File: src/verilog/t16_regs.svh
`ifndef T16_REGS_SVH
`define T16_REGS_SVH

// ****************************************
// register byte offsets
// ****************************************
`define T16_OFS_CTRL_A 8'h00
`define T16_OFS_CTRL_B 8'h04
`define T16_OFS_CNT_L 8'h08
`define T16_OFS_CNT_H 8'h0C
`define T16_OFS_CMPA_L 8'h10
`define T16_OFS_CMPA_H 8'h14
`define T16_OFS_CMPB_L 8'h18
`define T16_OFS_CMPB_H 8'h1C
`define T16_OFS_CAP_L 8'h20
`define T16_OFS_CAP_H 8'h24
`define T16_OFS_FLAG 8'h28
`define T16_OFS_MASK 8'h2C

// ****************************************
// field positions
// ****************************************
`define T16_CA_WGM 1:0
`define T16_CA_CAPSRC 2
`define T16_CB_CS 2:0
`define T16_CB_WGM 4:3
`define T16_CB_EDGE 6
`define T16_CB_FILT 7
`define T16_F_OVF 0
`define T16_F_CMPA 1
`define T16_F_CMPB 2
`define T16_F_CAP 3
`define T16_F_ALL 3:0
`define T16_BYTE 7:0
`define T16_HIGH 15:8

// ****************************************
// clock select codes
// ****************************************
`define T16_CS_OFF 3'h0
`define T16_CS_DIV1 3'h1
`define T16_CS_DIV8 3'h2
`define T16_CS_DIV64 3'h3
`define T16_CS_DIV256 3'h4
`define T16_CS_DIV1024 3'h5
`define T16_CS_EXT_FALL 3'h6
`define T16_CS_EXT_RISE 3'h7
`define T16_PS_M8 10'h007
`define T16_PS_M64 10'h03F
`define T16_PS_M256 10'h0FF
`define T16_PS_M1024 10'h3FF
`define T16_PS_ONE 10'h001

// ****************************************
// counter values and modes
// ****************************************
`define T16_BOTTOM 16'h0000
`define T16_MAX 16'hFFFF
`define T16_ONE 16'h0001
`define T16_TOP8 16'h00FF
`define T16_TOP9 16'h01FF
`define T16_TOP10 16'h03FF
`define T16_M_NORMAL 4'h0
`define T16_M_PC8 4'h1
`define T16_M_PC9 4'h2
`define T16_M_PC10 4'h3
`define T16_M_CTC_A 4'h4
`define T16_M_F8 4'h5
`define T16_M_F9 4'h6
`define T16_M_F10 4'h7
`define T16_M_PFC_I 4'h8
`define T16_M_PFC_A 4'h9
`define T16_M_PC_I 4'hA
`define T16_M_PC_A 4'hB
`define T16_M_CTC_I 4'hC
`define T16_M_RSVD 4'hD
`define T16_M_F_I 4'hE
`define T16_M_F_A 4'hF
`define T16_FILT_ONES 4'hF
`define T16_FILT_ZERO 4'h0

`endif

File: src/verilog/t16_pkg.sv
package t16_pkg;

	// ****************************************
	// bus carriers
	// ****************************************
	typedef struct packed {
		logic read;
		logic write;
		logic [7:0] address;
		logic [31:0] writedata;
		logic [3:0] byteenable;
	} t16_av_req_s;

	typedef struct packed {
		logic [31:0] readdata;
		logic waitrequest;
	} t16_av_rsp_s;

	typedef enum logic {T16_BUS_IDLE, T16_BUS_ACK} t16_bus_e;

	// ****************************************
	// module state
	// ****************************************
	typedef struct packed {
		logic s1;
		logic s2;
		logic s3;
		logic level;
		logic [3:0] hist;
		logic filt;
		logic prev;
		logic rise;
		logic fall;
	} t16_sync_s;

	typedef struct packed {
		logic [9:0] div;
		logic tick;
	} t16_sel_s;

	typedef struct packed {
		t16_bus_e bus;
		logic waitreq;
		logic [31:0] rdata;
		logic [7:0] ctrl_a;
		logic [7:0] ctrl_b;
		logic [7:0] temp;
		logic [15:0] cnt;
		logic [15:0] cmpa_buf;
		logic [15:0] cmpb_buf;
		logic [15:0] cmpa_act;
		logic [15:0] cmpb_act;
		logic [15:0] cap;
		logic [3:0] flags;
		logic [3:0] mask;
		logic [3:0] irq;
		logic oca;
		logic ocb;
		logic bottom;
		logic max;
		logic top;
	} t16_core_s;

endpackage

File: src/verilog/t16_core.sv
// The implementer's own choices: the register offsets and register access over Avalon-MM.
`timescale 1ns/100ps
`include "t16_regs.svh"

// How it works
// count, compares, capture are 16-bit byte halves
// two 8-bit control registers, single access
// every request shows in flags, masked per bit
// clock select picks source and edge tick
// no source selected, counter stands still
// compares checked continuously, match sets flag
// masked compare flag raises interrupt request
// capture edge copies counter to capture
// selectable filter rejects short capture spikes
// compare A as top: buffered, no output (code buffers it in pwm modes only; CTC with A as top loads it at once)
// bottom flag when counter is zero
// max flag when counter is all ones
// top from fixed value, compare A, capture
// one shared high byte holding register
// low byte write loads whole word at once
// low byte read latches high byte
// compare reads bypass the holding register
// master writes high first, reads low first
// master keeps byte pair atomic vs interrupts
// bus counter write beats counting
// reset clears holding, counter, compare, capture
module t16_core (
	// clock and reset
	input wire logic clk,
	input wire logic sys_rst,
	// register bus
	input wire t16_pkg::t16_av_req_s av_req,
	output t16_pkg::t16_av_rsp_s av_rsp,
	// pins
	input wire logic external_count_pin,
	input wire logic capture_input_pin,
	input wire logic comparator_out,
	// status and requests
	output logic [3:0] irq_req,
	output logic cmp_out_a,
	output logic cmp_out_b,
	output logic at_bottom,
	output logic at_max,
	output logic at_top
);

	t16_pkg::t16_core_s st_q;
	t16_pkg::t16_core_s st_d;
	logic timer_tick;
	logic ext_rise;
	logic ext_fall;
	logic cap_rise;
	logic cap_fall;
	logic cap_evt;
	logic cap_raw;
	logic take;
	logic rd;
	logic wr;
	logic [7:0] wdat;
	logic [7:0] rbyte;
	logic [3:0] mode;
	logic [15:0] top;
	logic a_top;
	logic i_top;
	logic pwm;
	logic [7:0] cnt_hi;

	// ****************************************
	// clock source and pin paths
	// ****************************************
	// source mux ahead of the sync: switching source may fake a capture
	assign cap_raw = st_q.ctrl_a[`T16_CA_CAPSRC] ? comparator_out : capture_input_pin;

	t16_pin_sync u_ext_sync (
		.clk(clk),
		.sys_rst(sys_rst),
		.pin(external_count_pin),
		.filter_en(1'b0),
		.rise(ext_rise),
		.fall(ext_fall)
	);

	t16_pin_sync u_cap_sync (
		.clk(clk),
		.sys_rst(sys_rst),
		.pin(cap_raw),
		.filter_en(st_q.ctrl_b[`T16_CB_FILT]),
		.rise(cap_rise),
		.fall(cap_fall)
	);

	t16_clk_select u_clk_sel (
		.clk(clk),
		.sys_rst(sys_rst),
		.cs(st_q.ctrl_b[`T16_CB_CS]),
		.ext_rise(ext_rise),
		.ext_fall(ext_fall),
		.tick(timer_tick)
	);

	// ****************************************
	// mode decode
	// ****************************************
	assign mode = {st_q.ctrl_b[`T16_CB_WGM], st_q.ctrl_a[`T16_CA_WGM]};
	assign a_top = mode == `T16_M_CTC_A || mode == `T16_M_PFC_A || mode == `T16_M_PC_A || mode == `T16_M_F_A;
	assign i_top = mode == `T16_M_CTC_I || mode == `T16_M_PFC_I || mode == `T16_M_PC_I || mode == `T16_M_F_I;
	assign pwm = !(mode == `T16_M_NORMAL || mode == `T16_M_CTC_A || mode == `T16_M_CTC_I || mode == `T16_M_RSVD);
	assign cnt_hi = st_q.cnt[`T16_HIGH];
	// capture unit is idle while the capture word defines top
	assign cap_evt = !i_top && (st_q.ctrl_b[`T16_CB_EDGE] ? cap_rise : cap_fall);

	// top of the count sequence
	always_comb begin
		top = `T16_MAX;
		case (mode)
			`T16_M_PC8, `T16_M_F8: top = `T16_TOP8;
			`T16_M_PC9, `T16_M_F9: top = `T16_TOP9;
			`T16_M_PC10, `T16_M_F10: top = `T16_TOP10;
			`T16_M_CTC_A, `T16_M_PFC_A, `T16_M_PC_A, `T16_M_F_A: top = st_q.cmpa_act;
			`T16_M_CTC_I, `T16_M_PFC_I, `T16_M_PC_I, `T16_M_F_I: top = st_q.cap;
			default: top = `T16_MAX;
		endcase
	end

	// ****************************************
	// bus request decode
	// ****************************************
	// a request is taken once, in the idle state; the ack cycle ignores it
	assign take = st_q.bus == t16_pkg::T16_BUS_IDLE && (av_req.read || av_req.write);
	assign rd = take && av_req.read;
	assign wr = take && av_req.write && av_req.byteenable[0];
	assign wdat = av_req.writedata[`T16_BYTE];

	// read mux; high halves of count and capture come from the holding byte
	always_comb begin
		rbyte = 8'h00;
		case (av_req.address)
			`T16_OFS_CTRL_A: rbyte = st_q.ctrl_a;
			`T16_OFS_CTRL_B: rbyte = st_q.ctrl_b;
			`T16_OFS_CNT_L: rbyte = st_q.cnt[`T16_BYTE];
			`T16_OFS_CNT_H: rbyte = st_q.temp;
			`T16_OFS_CMPA_L: rbyte = st_q.cmpa_buf[`T16_BYTE];
			`T16_OFS_CMPA_H: rbyte = st_q.cmpa_buf[`T16_HIGH];
			`T16_OFS_CMPB_L: rbyte = st_q.cmpb_buf[`T16_BYTE];
			`T16_OFS_CMPB_H: rbyte = st_q.cmpb_buf[`T16_HIGH];
			`T16_OFS_CAP_L: rbyte = st_q.cap[`T16_BYTE];
			`T16_OFS_CAP_H: rbyte = st_q.temp;
			`T16_OFS_FLAG: rbyte = 8'(st_q.flags);
			`T16_OFS_MASK: rbyte = 8'(st_q.mask);
			default: rbyte = 8'h00;
		endcase
	end

	// ****************************************
	// next state
	// ****************************************
	always_comb begin
		st_d = st_q;
		// bus handshake: action at the taking edge, answer one cycle later
		case (st_q.bus)
			t16_pkg::T16_BUS_IDLE: begin
				if (take) begin
					st_d.bus = t16_pkg::T16_BUS_ACK;
					st_d.waitreq = 1'b0;
					st_d.rdata = rd ? 32'(rbyte) : '0;
				end
			end
			t16_pkg::T16_BUS_ACK: begin
				st_d.bus = t16_pkg::T16_BUS_IDLE;
				st_d.waitreq = 1'b1;
			end
			default: begin
				st_d.bus = t16_pkg::T16_BUS_IDLE;
				st_d.waitreq = 1'b1;
			end
		endcase

		// counting; wraps at top, overflow flagged on the wrap
		if (timer_tick) begin
			if (st_q.cnt == top) begin
				st_d.cnt = `T16_BOTTOM;
			end else begin
				st_d.cnt = st_q.cnt + `T16_ONE;
			end
		end

		// compare buffers follow software at once, or only at top in pwm modes
		if (!pwm || (timer_tick && st_q.cnt == top)) begin
			st_d.cmpa_act = st_q.cmpa_buf;
			st_d.cmpb_act = st_q.cmpb_buf;
		end

		// flag clear by writing one; sets below come after, so a set wins
		if (wr && av_req.address == `T16_OFS_FLAG) begin
			st_d.flags = st_q.flags & ~wdat[`T16_F_ALL];
		end
		if (timer_tick && st_q.cnt == top) begin
			st_d.flags[`T16_F_OVF] = 1'b1;
		end
		if (timer_tick && st_q.cnt == st_q.cmpa_act) begin
			st_d.flags[`T16_F_CMPA] = 1'b1;
		end
		if (timer_tick && st_q.cnt == st_q.cmpb_act) begin
			st_d.flags[`T16_F_CMPB] = 1'b1;
		end
		if (cap_evt) begin
			st_d.cap = st_q.cnt;
			st_d.flags[`T16_F_CAP] = 1'b1;
		end

		// low byte reads latch the high half into the shared byte
		if (rd && av_req.address == `T16_OFS_CNT_L) begin
			st_d.temp = st_q.cnt[`T16_HIGH];
		end
		if (rd && av_req.address == `T16_OFS_CAP_L) begin
			st_d.temp = st_q.cap[`T16_HIGH];
		end

		// register writes; relies on the master sending high before low
		if (wr) begin
			case (av_req.address)
				`T16_OFS_CTRL_A: st_d.ctrl_a = wdat;
				`T16_OFS_CTRL_B: st_d.ctrl_b = wdat;
				`T16_OFS_MASK: st_d.mask = wdat[`T16_F_ALL];
				`T16_OFS_CNT_H, `T16_OFS_CMPA_H, `T16_OFS_CMPB_H, `T16_OFS_CAP_H: st_d.temp = wdat;
				`T16_OFS_CNT_L: st_d.cnt = {st_q.temp, wdat};
				`T16_OFS_CMPA_L: st_d.cmpa_buf = {st_q.temp, wdat};
				`T16_OFS_CMPB_L: st_d.cmpb_buf = {st_q.temp, wdat};
				`T16_OFS_CAP_L: begin
					if (i_top) begin
						st_d.cap = {st_q.temp, wdat};
					end
				end
				default: st_d.temp = st_q.temp;
			endcase
		end

		// registered status and outputs
		st_d.irq = st_d.flags & st_d.mask;
		st_d.oca = pwm && !a_top && st_d.cnt < st_d.cmpa_act;
		st_d.ocb = pwm && st_d.cnt < st_d.cmpb_act;
		st_d.bottom = st_d.cnt == `T16_BOTTOM;
		st_d.max = st_d.cnt == `T16_MAX;
		st_d.top = st_d.cnt == top;
	end

	// ****************************************
	// state register
	// ****************************************
	always_ff @(posedge clk) begin
		if (sys_rst) begin
			st_q <= '0;
			st_q.waitreq <= 1'b1;
			// count is zero in reset, so bottom must already show on the first free edge
			st_q.bottom <= 1'b1;
		end else begin
			st_q <= st_d;
		end
	end

	assign av_rsp = '{readdata: st_q.rdata, waitrequest: st_q.waitreq};
	assign irq_req = st_q.irq;
	assign cmp_out_a = st_q.oca;
	assign cmp_out_b = st_q.ocb;
	assign at_bottom = st_q.bottom;
	assign at_max = st_q.max;
	assign at_top = st_q.top;

	// ****************************************
	// checks
	// ****************************************
	AST_STOP_HOLDS: assert property (@(posedge clk) disable iff (sys_rst)
		(st_q.ctrl_b[`T16_CB_CS] == `T16_CS_OFF && $stable(st_q.ctrl_b) && !(wr && av_req.address == `T16_OFS_CNT_L))
		|=> $stable(st_q.cnt)) else $error("counter moved with no clock");
	AST_BOTTOM_FLAG: assert property (@(posedge clk) disable iff (sys_rst)
		at_bottom == (st_q.cnt == `T16_BOTTOM)) else $error("bottom status wrong");
	AST_MAX_FLAG: assert property (@(posedge clk) disable iff (sys_rst)
		at_max == (st_q.cnt == `T16_MAX)) else $error("max status wrong");
	AST_LOW_WRITE: assert property (@(posedge clk) disable iff (sys_rst)
		(wr && av_req.address == `T16_OFS_CMPA_L) |=> st_q.cmpa_buf == {$past(st_q.temp), $past(wdat)})
		else $error("low write did not load word");
	AST_WRITE_WINS: assert property (@(posedge clk) disable iff (sys_rst)
		(wr && av_req.address == `T16_OFS_CNT_L && timer_tick) |=> st_q.cnt == {$past(st_q.temp), $past(wdat)})
		else $error("count beat bus write");
	AST_LOW_READ: assert property (@(posedge clk) disable iff (sys_rst)
		(rd && av_req.address == `T16_OFS_CNT_L) |=> st_q.temp == $past(cnt_hi)) else $error("high byte not latched");
	AST_CMP_READ: assert property (@(posedge clk) disable iff (sys_rst)
		(rd && (av_req.address == `T16_OFS_CMPA_H || av_req.address == `T16_OFS_CMPB_H)) |=> $stable(st_q.temp))
		else $error("compare read touched holding byte");
	AST_IRQ_GATE: assert property (@(posedge clk) disable iff (sys_rst)
		irq_req == (st_q.flags & st_q.mask)) else $error("request not gated by mask");
	AST_CMP_MATCH: assert property (@(posedge clk) disable iff (sys_rst)
		(timer_tick && st_q.cnt == st_q.cmpa_act) |=> st_q.flags[`T16_F_CMPA]) else $error("match flag missed");
	AST_CAPTURE: assert property (@(posedge clk) disable iff (sys_rst)
		cap_evt |=> (st_q.cap == $past(st_q.cnt)) && st_q.flags[`T16_F_CAP]) else $error("capture missed");
	AST_RESET_CLEAR: assert property (@(posedge clk) disable iff (1'b0)
		sys_rst |=> (st_q.cnt == `T16_BOTTOM && st_q.temp == 8'h00 && st_q.cap == `T16_BOTTOM))
		else $error("reset left state");
	AST_A_TOP_QUIET: assert property (@(posedge clk) disable iff (sys_rst)
		a_top |=> !cmp_out_a) else $error("channel A output driven while A is top");
	AST_WRAP_AT_TOP: assert property (@(posedge clk) disable iff (sys_rst)
		(timer_tick && st_q.cnt == top && !(wr && av_req.address == `T16_OFS_CNT_L))
		|=> st_q.cnt == `T16_BOTTOM) else $error("counter did not wrap at top");

endmodule

File: src/verilog/t16_pin_sync.sv
`timescale 1ns/100ps
`include "t16_regs.svh"

module t16_pin_sync (
	// clock and reset
	input wire logic clk,
	input wire logic sys_rst,
	// pin side
	input wire logic pin,
	input wire logic filter_en,
	// edge pulses
	output logic rise,
	output logic fall
);

	t16_pkg::t16_sync_s st_q;
	t16_pkg::t16_sync_s st_d;
	logic src;

	// ****************************************
	// sync, filter and edge detect
	// ****************************************
	// s1 feeds s2 only; a level counts once s2 and s3 agree
	always_comb begin
		st_d = st_q;
		src = 1'b0;
		st_d.s1 = pin;
		st_d.s2 = st_q.s1;
		st_d.s3 = st_q.s2;
		if (st_q.s2 == st_q.s3) begin
			st_d.level = st_q.s3;
		end
		// four equal samples needed to move the filtered level
		st_d.hist = {st_q.hist[2:0], st_q.level};
		if (st_q.hist == `T16_FILT_ONES) begin
			st_d.filt = 1'b1;
		end else if (st_q.hist == `T16_FILT_ZERO) begin
			st_d.filt = 1'b0;
		end
		src = filter_en ? st_q.filt : st_q.level;
		st_d.prev = src;
		st_d.rise = src && !st_q.prev;
		st_d.fall = !src && st_q.prev;
	end

	// ****************************************
	// state register
	// ****************************************
	always_ff @(posedge clk) begin
		if (sys_rst) begin
			st_q <= '0;
		end else begin
			st_q <= st_d;
		end
	end

	assign rise = st_q.rise;
	assign fall = st_q.fall;

endmodule

File: src/verilog/t16_clk_select.sv
`timescale 1ns/100ps
`include "t16_regs.svh"

module t16_clk_select (
	// clock and reset
	input wire logic clk,
	input wire logic sys_rst,
	// selection
	input wire logic [2:0] cs,
	input wire logic ext_rise,
	input wire logic ext_fall,
	// counter enable
	output logic tick
);

	t16_pkg::t16_sel_s st_q;
	t16_pkg::t16_sel_s st_d;

	// ****************************************
	// free running prescaler and source mux
	// ****************************************
	// prescaler never stops, so a first tick comes 1 to N cycles after enable
	always_comb begin
		st_d = st_q;
		st_d.div = st_q.div + `T16_PS_ONE;
		case (cs)
			`T16_CS_OFF: st_d.tick = 1'b0;
			`T16_CS_DIV1: st_d.tick = 1'b1;
			`T16_CS_DIV8: st_d.tick = (st_q.div & `T16_PS_M8) == `T16_PS_M8;
			`T16_CS_DIV64: st_d.tick = (st_q.div & `T16_PS_M64) == `T16_PS_M64;
			`T16_CS_DIV256: st_d.tick = (st_q.div & `T16_PS_M256) == `T16_PS_M256;
			`T16_CS_DIV1024: st_d.tick = st_q.div == `T16_PS_M1024;
			`T16_CS_EXT_FALL: st_d.tick = ext_fall;
			`T16_CS_EXT_RISE: st_d.tick = ext_rise;
			default: st_d.tick = 1'b0;
		endcase
	end

	// ****************************************
	// state register
	// ****************************************
	always_ff @(posedge clk) begin
		if (sys_rst) begin
			st_q <= '0;
		end else begin
			st_q <= st_d;
		end
	end

	assign tick = st_q.tick;

	AST_DIV1_TICKS: assert property (@(posedge clk) disable iff (sys_rst)
		(cs == `T16_CS_DIV1) |=> tick) else $error("no tick with system clock selected");

endmodule

File: config.mk
export PLATFORM = sky130hd
export DESIGN_NAME = t16_core
export DESIGN_NICKNAME = d
export VERILOG_FILES = /design/src/verilog/t16_pkg.sv /design/src/verilog/t16_core.sv /design/src/verilog/t16_pin_sync.sv /design/src/verilog/t16_clk_select.sv
export VERILOG_INCLUDE_DIRS = /design/src /design/src/verilog
export SDC_FILE = /design/constraint.sdc
export NUM_CORES = 1
export LEC_CHECK = 0
export BUFFER_PORTS_ARGS = -buffer_cell sky130_fd_sc_hd__buf_2
export CELL_PAD_IN_SITES_DETAIL_PLACEMENT = 1
export CELL_PAD_IN_SITES_GLOBAL_PLACEMENT = 1
export CORE_AREA = 2 2 153 155
export DETAILED_ROUTE_END_ITERATION = 10
export DIE_AREA = 0 0 155 157
export PLACE_DENSITY = 0.76
export REMOVE_ABC_BUFFERS = 1
export SYNTH_ARGS = -nofsm -noshare
export SYNTH_HDL_FRONTEND = slang
export SYNTH_SLANG_ARGS = --single-unit
File: constraint.sdc
create_clock -name clk -period 5.55 [get_ports clk]
set_input_delay 0.8325 -clock clk [delete_from_list [all_inputs] [get_ports clk]]
set_output_delay 0.8325 -clock clk [all_outputs]
set_load 0.02 [all_outputs]
After elaboration in Yosys (flattened, before gate mapping)
Index checks and enable logic that the tools add are counted.
{"block": "word_totals", "elab_cells": 179, "out_inout_bits": 42, "reg_bits": 201, "input_bits": 51}
{"block": "op_classes", "n_reduce_logical": 55, "n_lt_le_gt_ge": 2, "eq_ne": 47, "n_mux": 31, "bitwise": 4, "addsub": 2}
{"op": "$mux W16", "n": 8}
{"op": "$pmux W8 S11", "n": 1}
{"op": "$pmux W16 S5", "n": 1}
{"op": "$eq A16 B16 Y1", "n": 4}
{"op": "$mux W56", "n": 1}
{"op": "$eq A4 B4 Y1 const B", "n": 9}
{"op": "$mux W34", "n": 1}
{"op": "$eq A8 B5 Y1 const B", "n": 4}
{"op": "$eq A8 B6 Y1 const B", "n": 4}
{"op": "$lt A16 B16 Y1", "n": 2}
{"op": "$mux W32", "n": 1}
{"op": "$mux W8", "n": 3}
{"op": "$logic_and A1 B1 Y1", "n": 18}
{"op": "$mux W17", "n": 1}
{"op": "$add A16 B1 Y16 const B", "n": 1}
{"op": "$eq A16 B16 Y1 const B", "n": 1}
{"op": "$eq A4 B3 Y1 const B", "n": 4}
{"op": "$eq A8 B4 Y1 const B", "n": 2}
{"op": "$logic_not A16 Y1", "n": 1}
{"op": "$pmux W8 S2", "n": 1}
{"op": "$eq A3 B3 Y1 const B", "n": 5}
{"op": "$mux W4", "n": 3}
{"op": "$reduce_or A4 Y1", "n": 3}
{"op": "$logic_or A1 B1 Y1", "n": 11}
{"op": "26 further kinds", "n": 51}

Depth between registers and ports, before layout
{"block": "depth", "depth_word": 10, "mapped_depth": 19}

Modules after synthesis
From an unflattened synthesis, not the netlist that was laid out.
{"block": "unflattened", "cells_unflattened": 1262, "area_unflattened_um2": 10362.4}
{"mod": "t16_core", "area_each_um2": 9103.7, "instances": 1, "cells_each": 1143, "seq_area_each_um2": 2942.8}
{"mod": "t16_pin_sync", "area_each_um2": 362.8, "instances": 2, "cells_each": 30, "seq_area_each_um2": 240.2}
{"mod": "t16_clk_select", "area_each_um2": 533.0, "instances": 1, "cells_each": 59, "seq_area_each_um2": 220.2}

Least setup slack after synthesis
No wires, ideal clock.
{"block": "synth_timing", "path_kind": "reg-to-reg", "from": "reg st_q (netlist bit mode[3])", "to": "reg st_q (netlist bit cmp_out_b)", "path_slack_ns": 1.048, "synth_period_minus_slack_ns": 4.502, "path_buffers": 2, "arrival_ns": 4.378, "path_stages_with_launch": 17, "required_time_ns": 5.426, "setup_ns": 0.124, "path_cell_list": "dfxtp_1 -> or4b_1 -> buf_2 -> nor2_1 -> a211oi_1 -> or4b_1 -> or4_4 -> nor4_4 -> nor2_1 -> buf_2 -> mux2i_1 -> ha_1 -> and4_1 -> a221oi_1 -> or4_1 -> o211ai_1 -> a21oi_1"}
{"block": "synth_between", "elab_chain_len": 10, "elab_cells_between_ends": 36, "classes_between": "order compare: 1; eq/ne: 16; mux: 6; reduce/logical: 13"}
{"element": "start, declared", "line_no": "t16_core.sv:47", "rtl": "t16_pkg::t16_core_s st_q;"}
{"element": "start signal, assigned", "line_no": "t16_core.sv:257", "rtl": "st_q <= st_d;"}
{"element": "$eq A4 B4 Y1, or another cell as far along", "line_no": "t16_core.sv:115", "rtl": "case (mode)"}
{"element": "$reduce_or A4 Y1 or $reduce_or A2 Y1 (tied branches)", "line_no": "t16_core.sv:115"}
{"element": "$pmux W16 S5", "line_no": "t16_core.sv:115"}
{"element": "$eq A16 B16 Y1", "line_no": "t16_core.sv:180, t16_core.sv:188"}
{"element": "$mux W16", "line_no": "t16_core.sv:180", "rtl": "if (st_q.cnt == top) begin"}
{"element": "$mux W16", "line_no": "t16_core.sv:179", "rtl": "if (timer_tick) begin"}
{"element": "$mux W16", "line_no": "t16_core.sv:221", "rtl": "case (av_req.address)"}
{"element": "$mux W56", "line_no": "t16_core.sv:220", "rtl": "if (wr) begin"}
{"element": "$lt A16 B16 Y1", "line_no": "t16_core.sv:241", "rtl": "st_d.ocb = pwm && st_d.cnt < st_d.cmpb_act;"}
{"element": "$logic_and A1 B1 Y1 *", "line_no": "t16_core.sv:241"}
Every way passes the cells marked *; elsewhere a longest branch is shown, timed or not.
A chain may end at the register's enable or synchronous reset.

==> run metrics <==
layout cells sized above 1=between 10 and 15%; final setup fails=0; Final HPWL DP=28040 um; fraction of registers with async set/reset=0%; nets=around 1300; Primary FF master, synth=dfxtp_1; critical path's slowest cell=dfxtp_1; status=completed; ranking of synthesized cells by area=dfxtp_1 35%, mux2i_1 8.2%, nor2_1 5.6%, xnor2_1 4.7%, a21oi_1 4.7%; Hold Vio Cnt, Final=0; startpoint types=flop; fin crit period=between 5000 and 6000 ps; grt ovf=0; DRC=0; unrepaired setup endpoints after global routing=no; Cell variety after synth=65; skew final=approximately 12 ps; Avg WL per Cell=25.04 um; most common cell after layout, fill and taps aside=dfxtp_1; CTS tree=done; f_max=about 190 MHz; Max rail drop VDD=between 0.15 and 0.2 mV; crit-path cells=nor2_1 -> buf_4 -> a221oi_1 -> nor3_1 -> nand4b_1 -> or4_4 -> nor4_4 -> buf_4 -> nand2b_1 -> o21ai_0 -> ha_1 -> a21oi_1 -> nor2b_1 -> o21ai_0 -> o2111ai_1 -> a211oi_1; Sinks on Clock Net=177; I/O Buffers=just over 40; Pwr per Cell Area=235.5 mW/mm^2; Final Max Slew Viols=0; RePlAce Congestion=a little under 1; Crit path required time=between 5000 and 6000 ps; setup TNS=0 ps; design area=approximately 0.011 mm^2; Tcrit/Tclk final=between 90% and 100%; syn avg cell area=8.133 um^2; # placed instances=1500; largest net degree at the start of global routing=65; Row Count=55; actual slew at the worst max-slew pin=~1200 ps; Critical Path Max Stage Delay=740 ps; average vias per placed instance=6.260; kind of critical path=flop to flop; die area=~0.024 mm^2; crit-path max FO=16; vias in the first global route=between 9000 and 10000; CP Capture Type=flop; drt total wl=between 30000 and 40000 um; Bufs on Longest Clock Path=2; cts hold-fix bufs=0; DRT Pass-1 Iters=5; HP Class=flop to flop; area grow syn2layout=9.263%; CTS clk-pin slew, worst paths=~80 ps; Post-Syn Area=0.01008 mm^2; Num CTS Buffers=17; total setup buffers inserted after CTS=0; EDFF count, synth=0; Initial Utilization=between 40% and 50%; Post-CTS Resized=0; Leakage=4.111 nW; top-area cell type share of the netlist area=a little over a third; Worst Path Arrival=~5500 ps; initial DRC count=872; initial antenna violation count=0; vias=~9600; Yosys warnings=0; Fillers=2674; post-synthesis sequential area ratio=35.16%; biggest area consumer among synthesized cells=dfxtp_1; Die Span Y=~160 um; Die Wd=155 um; latest clock arrival within the worst-skew pair=roughly 450 ps; placed inst area=about 0.010 mm^2; Seq cells post-synth=about 180; Max-Cap Viols=0; H-tree depth=4; relative max-transition margin=20.88%; Top Ports=93; All-Layer GR Usage=31.82%; Final Non-Filler Cells=1532; synthesized instance count=1239; Power, Total=~2.6 mW; commonest cells after routing, fill and taps aside=177 x dfxtp_1, 146 x nor2_1, 120 x nand2_1; Core ar.=0.02250 mm^2; remaining antenna violation count=0; # diodes=0; first-pass GRT wire length=57900 um; root buf cell=clkbuf_16
final cells by class:
type                       instances  area (um^2)  share of cell area [%]
timing repair buffer              80        516.7                   4.693
multi-input combinational        945         5962                   54.15
clock inverter                    14        143.9                   1.307
sequential                       177         3543                   32.18
tap                              285        356.6                   3.239
inverter                          13        48.80                  0.4432
clock buffer                      18        439.2                   3.989
flip-flops by register name (all words and copies together), names as in the netlist, 2 cells and up:
signal / cells
mode: 4
u_clk_sel.st_q: 10
u_cap_sync.st_q: 4
st_q: 117
av_rsp: 9
cnt_hi: 8
u_ext_sync.st_q: 2
u_ext_sync.st_d: 3
irq_req: 4
u_cap_sync.st_d: 6
synth_stat cells, drive strengths merged, types with 4 or more instances:
master	number
a22o	9
nor2	150
nand3	45
o31ai	8
a31o	4
and3	11
a2111oi	4
ha	33
buf	51
a21o	7
a221oi	20
o22a	4
a21oi	94
inv	13
nor3	23
o21a	5
o22ai	12
or4	6
nand2	120
xnor2	54
mux2i	83
o21ai	31
clkbuf	76
a22oi	25
nand2b	21
dfxtp	177
nor2b	35
nand4	21
a211oi	23
and4	5
nor4	12
xor2	14
power by group:
group          internal [mW]  switching [mW]  total [mW]
sequential              1.27         0.00517        1.28
combinational         0.0217          0.0822       0.104
clock                  0.609           0.600        1.21
total                   1.91           0.688        2.59
metal layers:
metal  GRT usage (%)  up-vias  routed length (um)
met5               0        -                   0
met4           14.11        0                1570
met3           4.047      100                2499
met2           52.15      387               17750
met1           42.13     4748               16550
li1                -     4356                   -
per-stage QoR:
stage | setup WS, ps | util (%) | hold WS (ps)
6_report | 360.7 | 48.93 | 421.4
5_1_grt | 207.7 | 48.93 | 445.2
4_1_cts | 445.4 | 48.93 | 426.0
3_5_place_dp | 454.1 | 46.34 | 413.7
3_3_place_gp | 550.2 | 46.34 | 397.0
2_1_floorplan | -263.0 | - | 383.5
worst paths after layout:
check | startpoint | depth (start not counted) | slack [ps] | end
worst min-delay path | u_cap_sync.st_q[2]$_SDFF_PP0_ | 1 | 420 | u_cap_sync.rise$_SDFF_PP0_
worst max-delay path | mode[3]$_SDFFE_PP0P_ | 16 | 360 | cmp_out_a$_SDFF_PP0_
worst min register to register | u_cap_sync.st_q[2]$_SDFF_PP0_ | 1 | 420 | u_cap_sync.rise$_SDFF_PP0_
worst max register to register | mode[3]$_SDFFE_PP0P_ | 16 | 360 | cmp_out_a$_SDFF_PP0_
cell families after synthesis:
| group | Yosys count | synth area share, % |
|---|---|---|
| AO/OA/AOI/OAI | 267 | 17.37 |
| XOR/XNOR | 68 | 5.910 |
| adder cells (fa/ha/maj) | 33 | 4.097 |
| buffers and inverters | 140 | 6.779 |
| flip-flops | 177 | 35.16 |
| multiplexers | 85 | 8.468 |
| other | 1 | 0.03721 |
| AND/OR/NAND/NOR | 468 | 22.18 |
worst max-delay path: cells and delay by family, from the launching register on:
| family | cells | cell delay [ps] |
|---|---|---|
| DFF | 1 | 740 |
| and+or+nand+nor | 7 | 1720 |
| AOI/OAI and AO/OA | 6 | 1790 |
| buffers and inverters | 2 | 420 |
| adders and majority gates | 1 | 370 |
(Power assumes the default switching activity.)
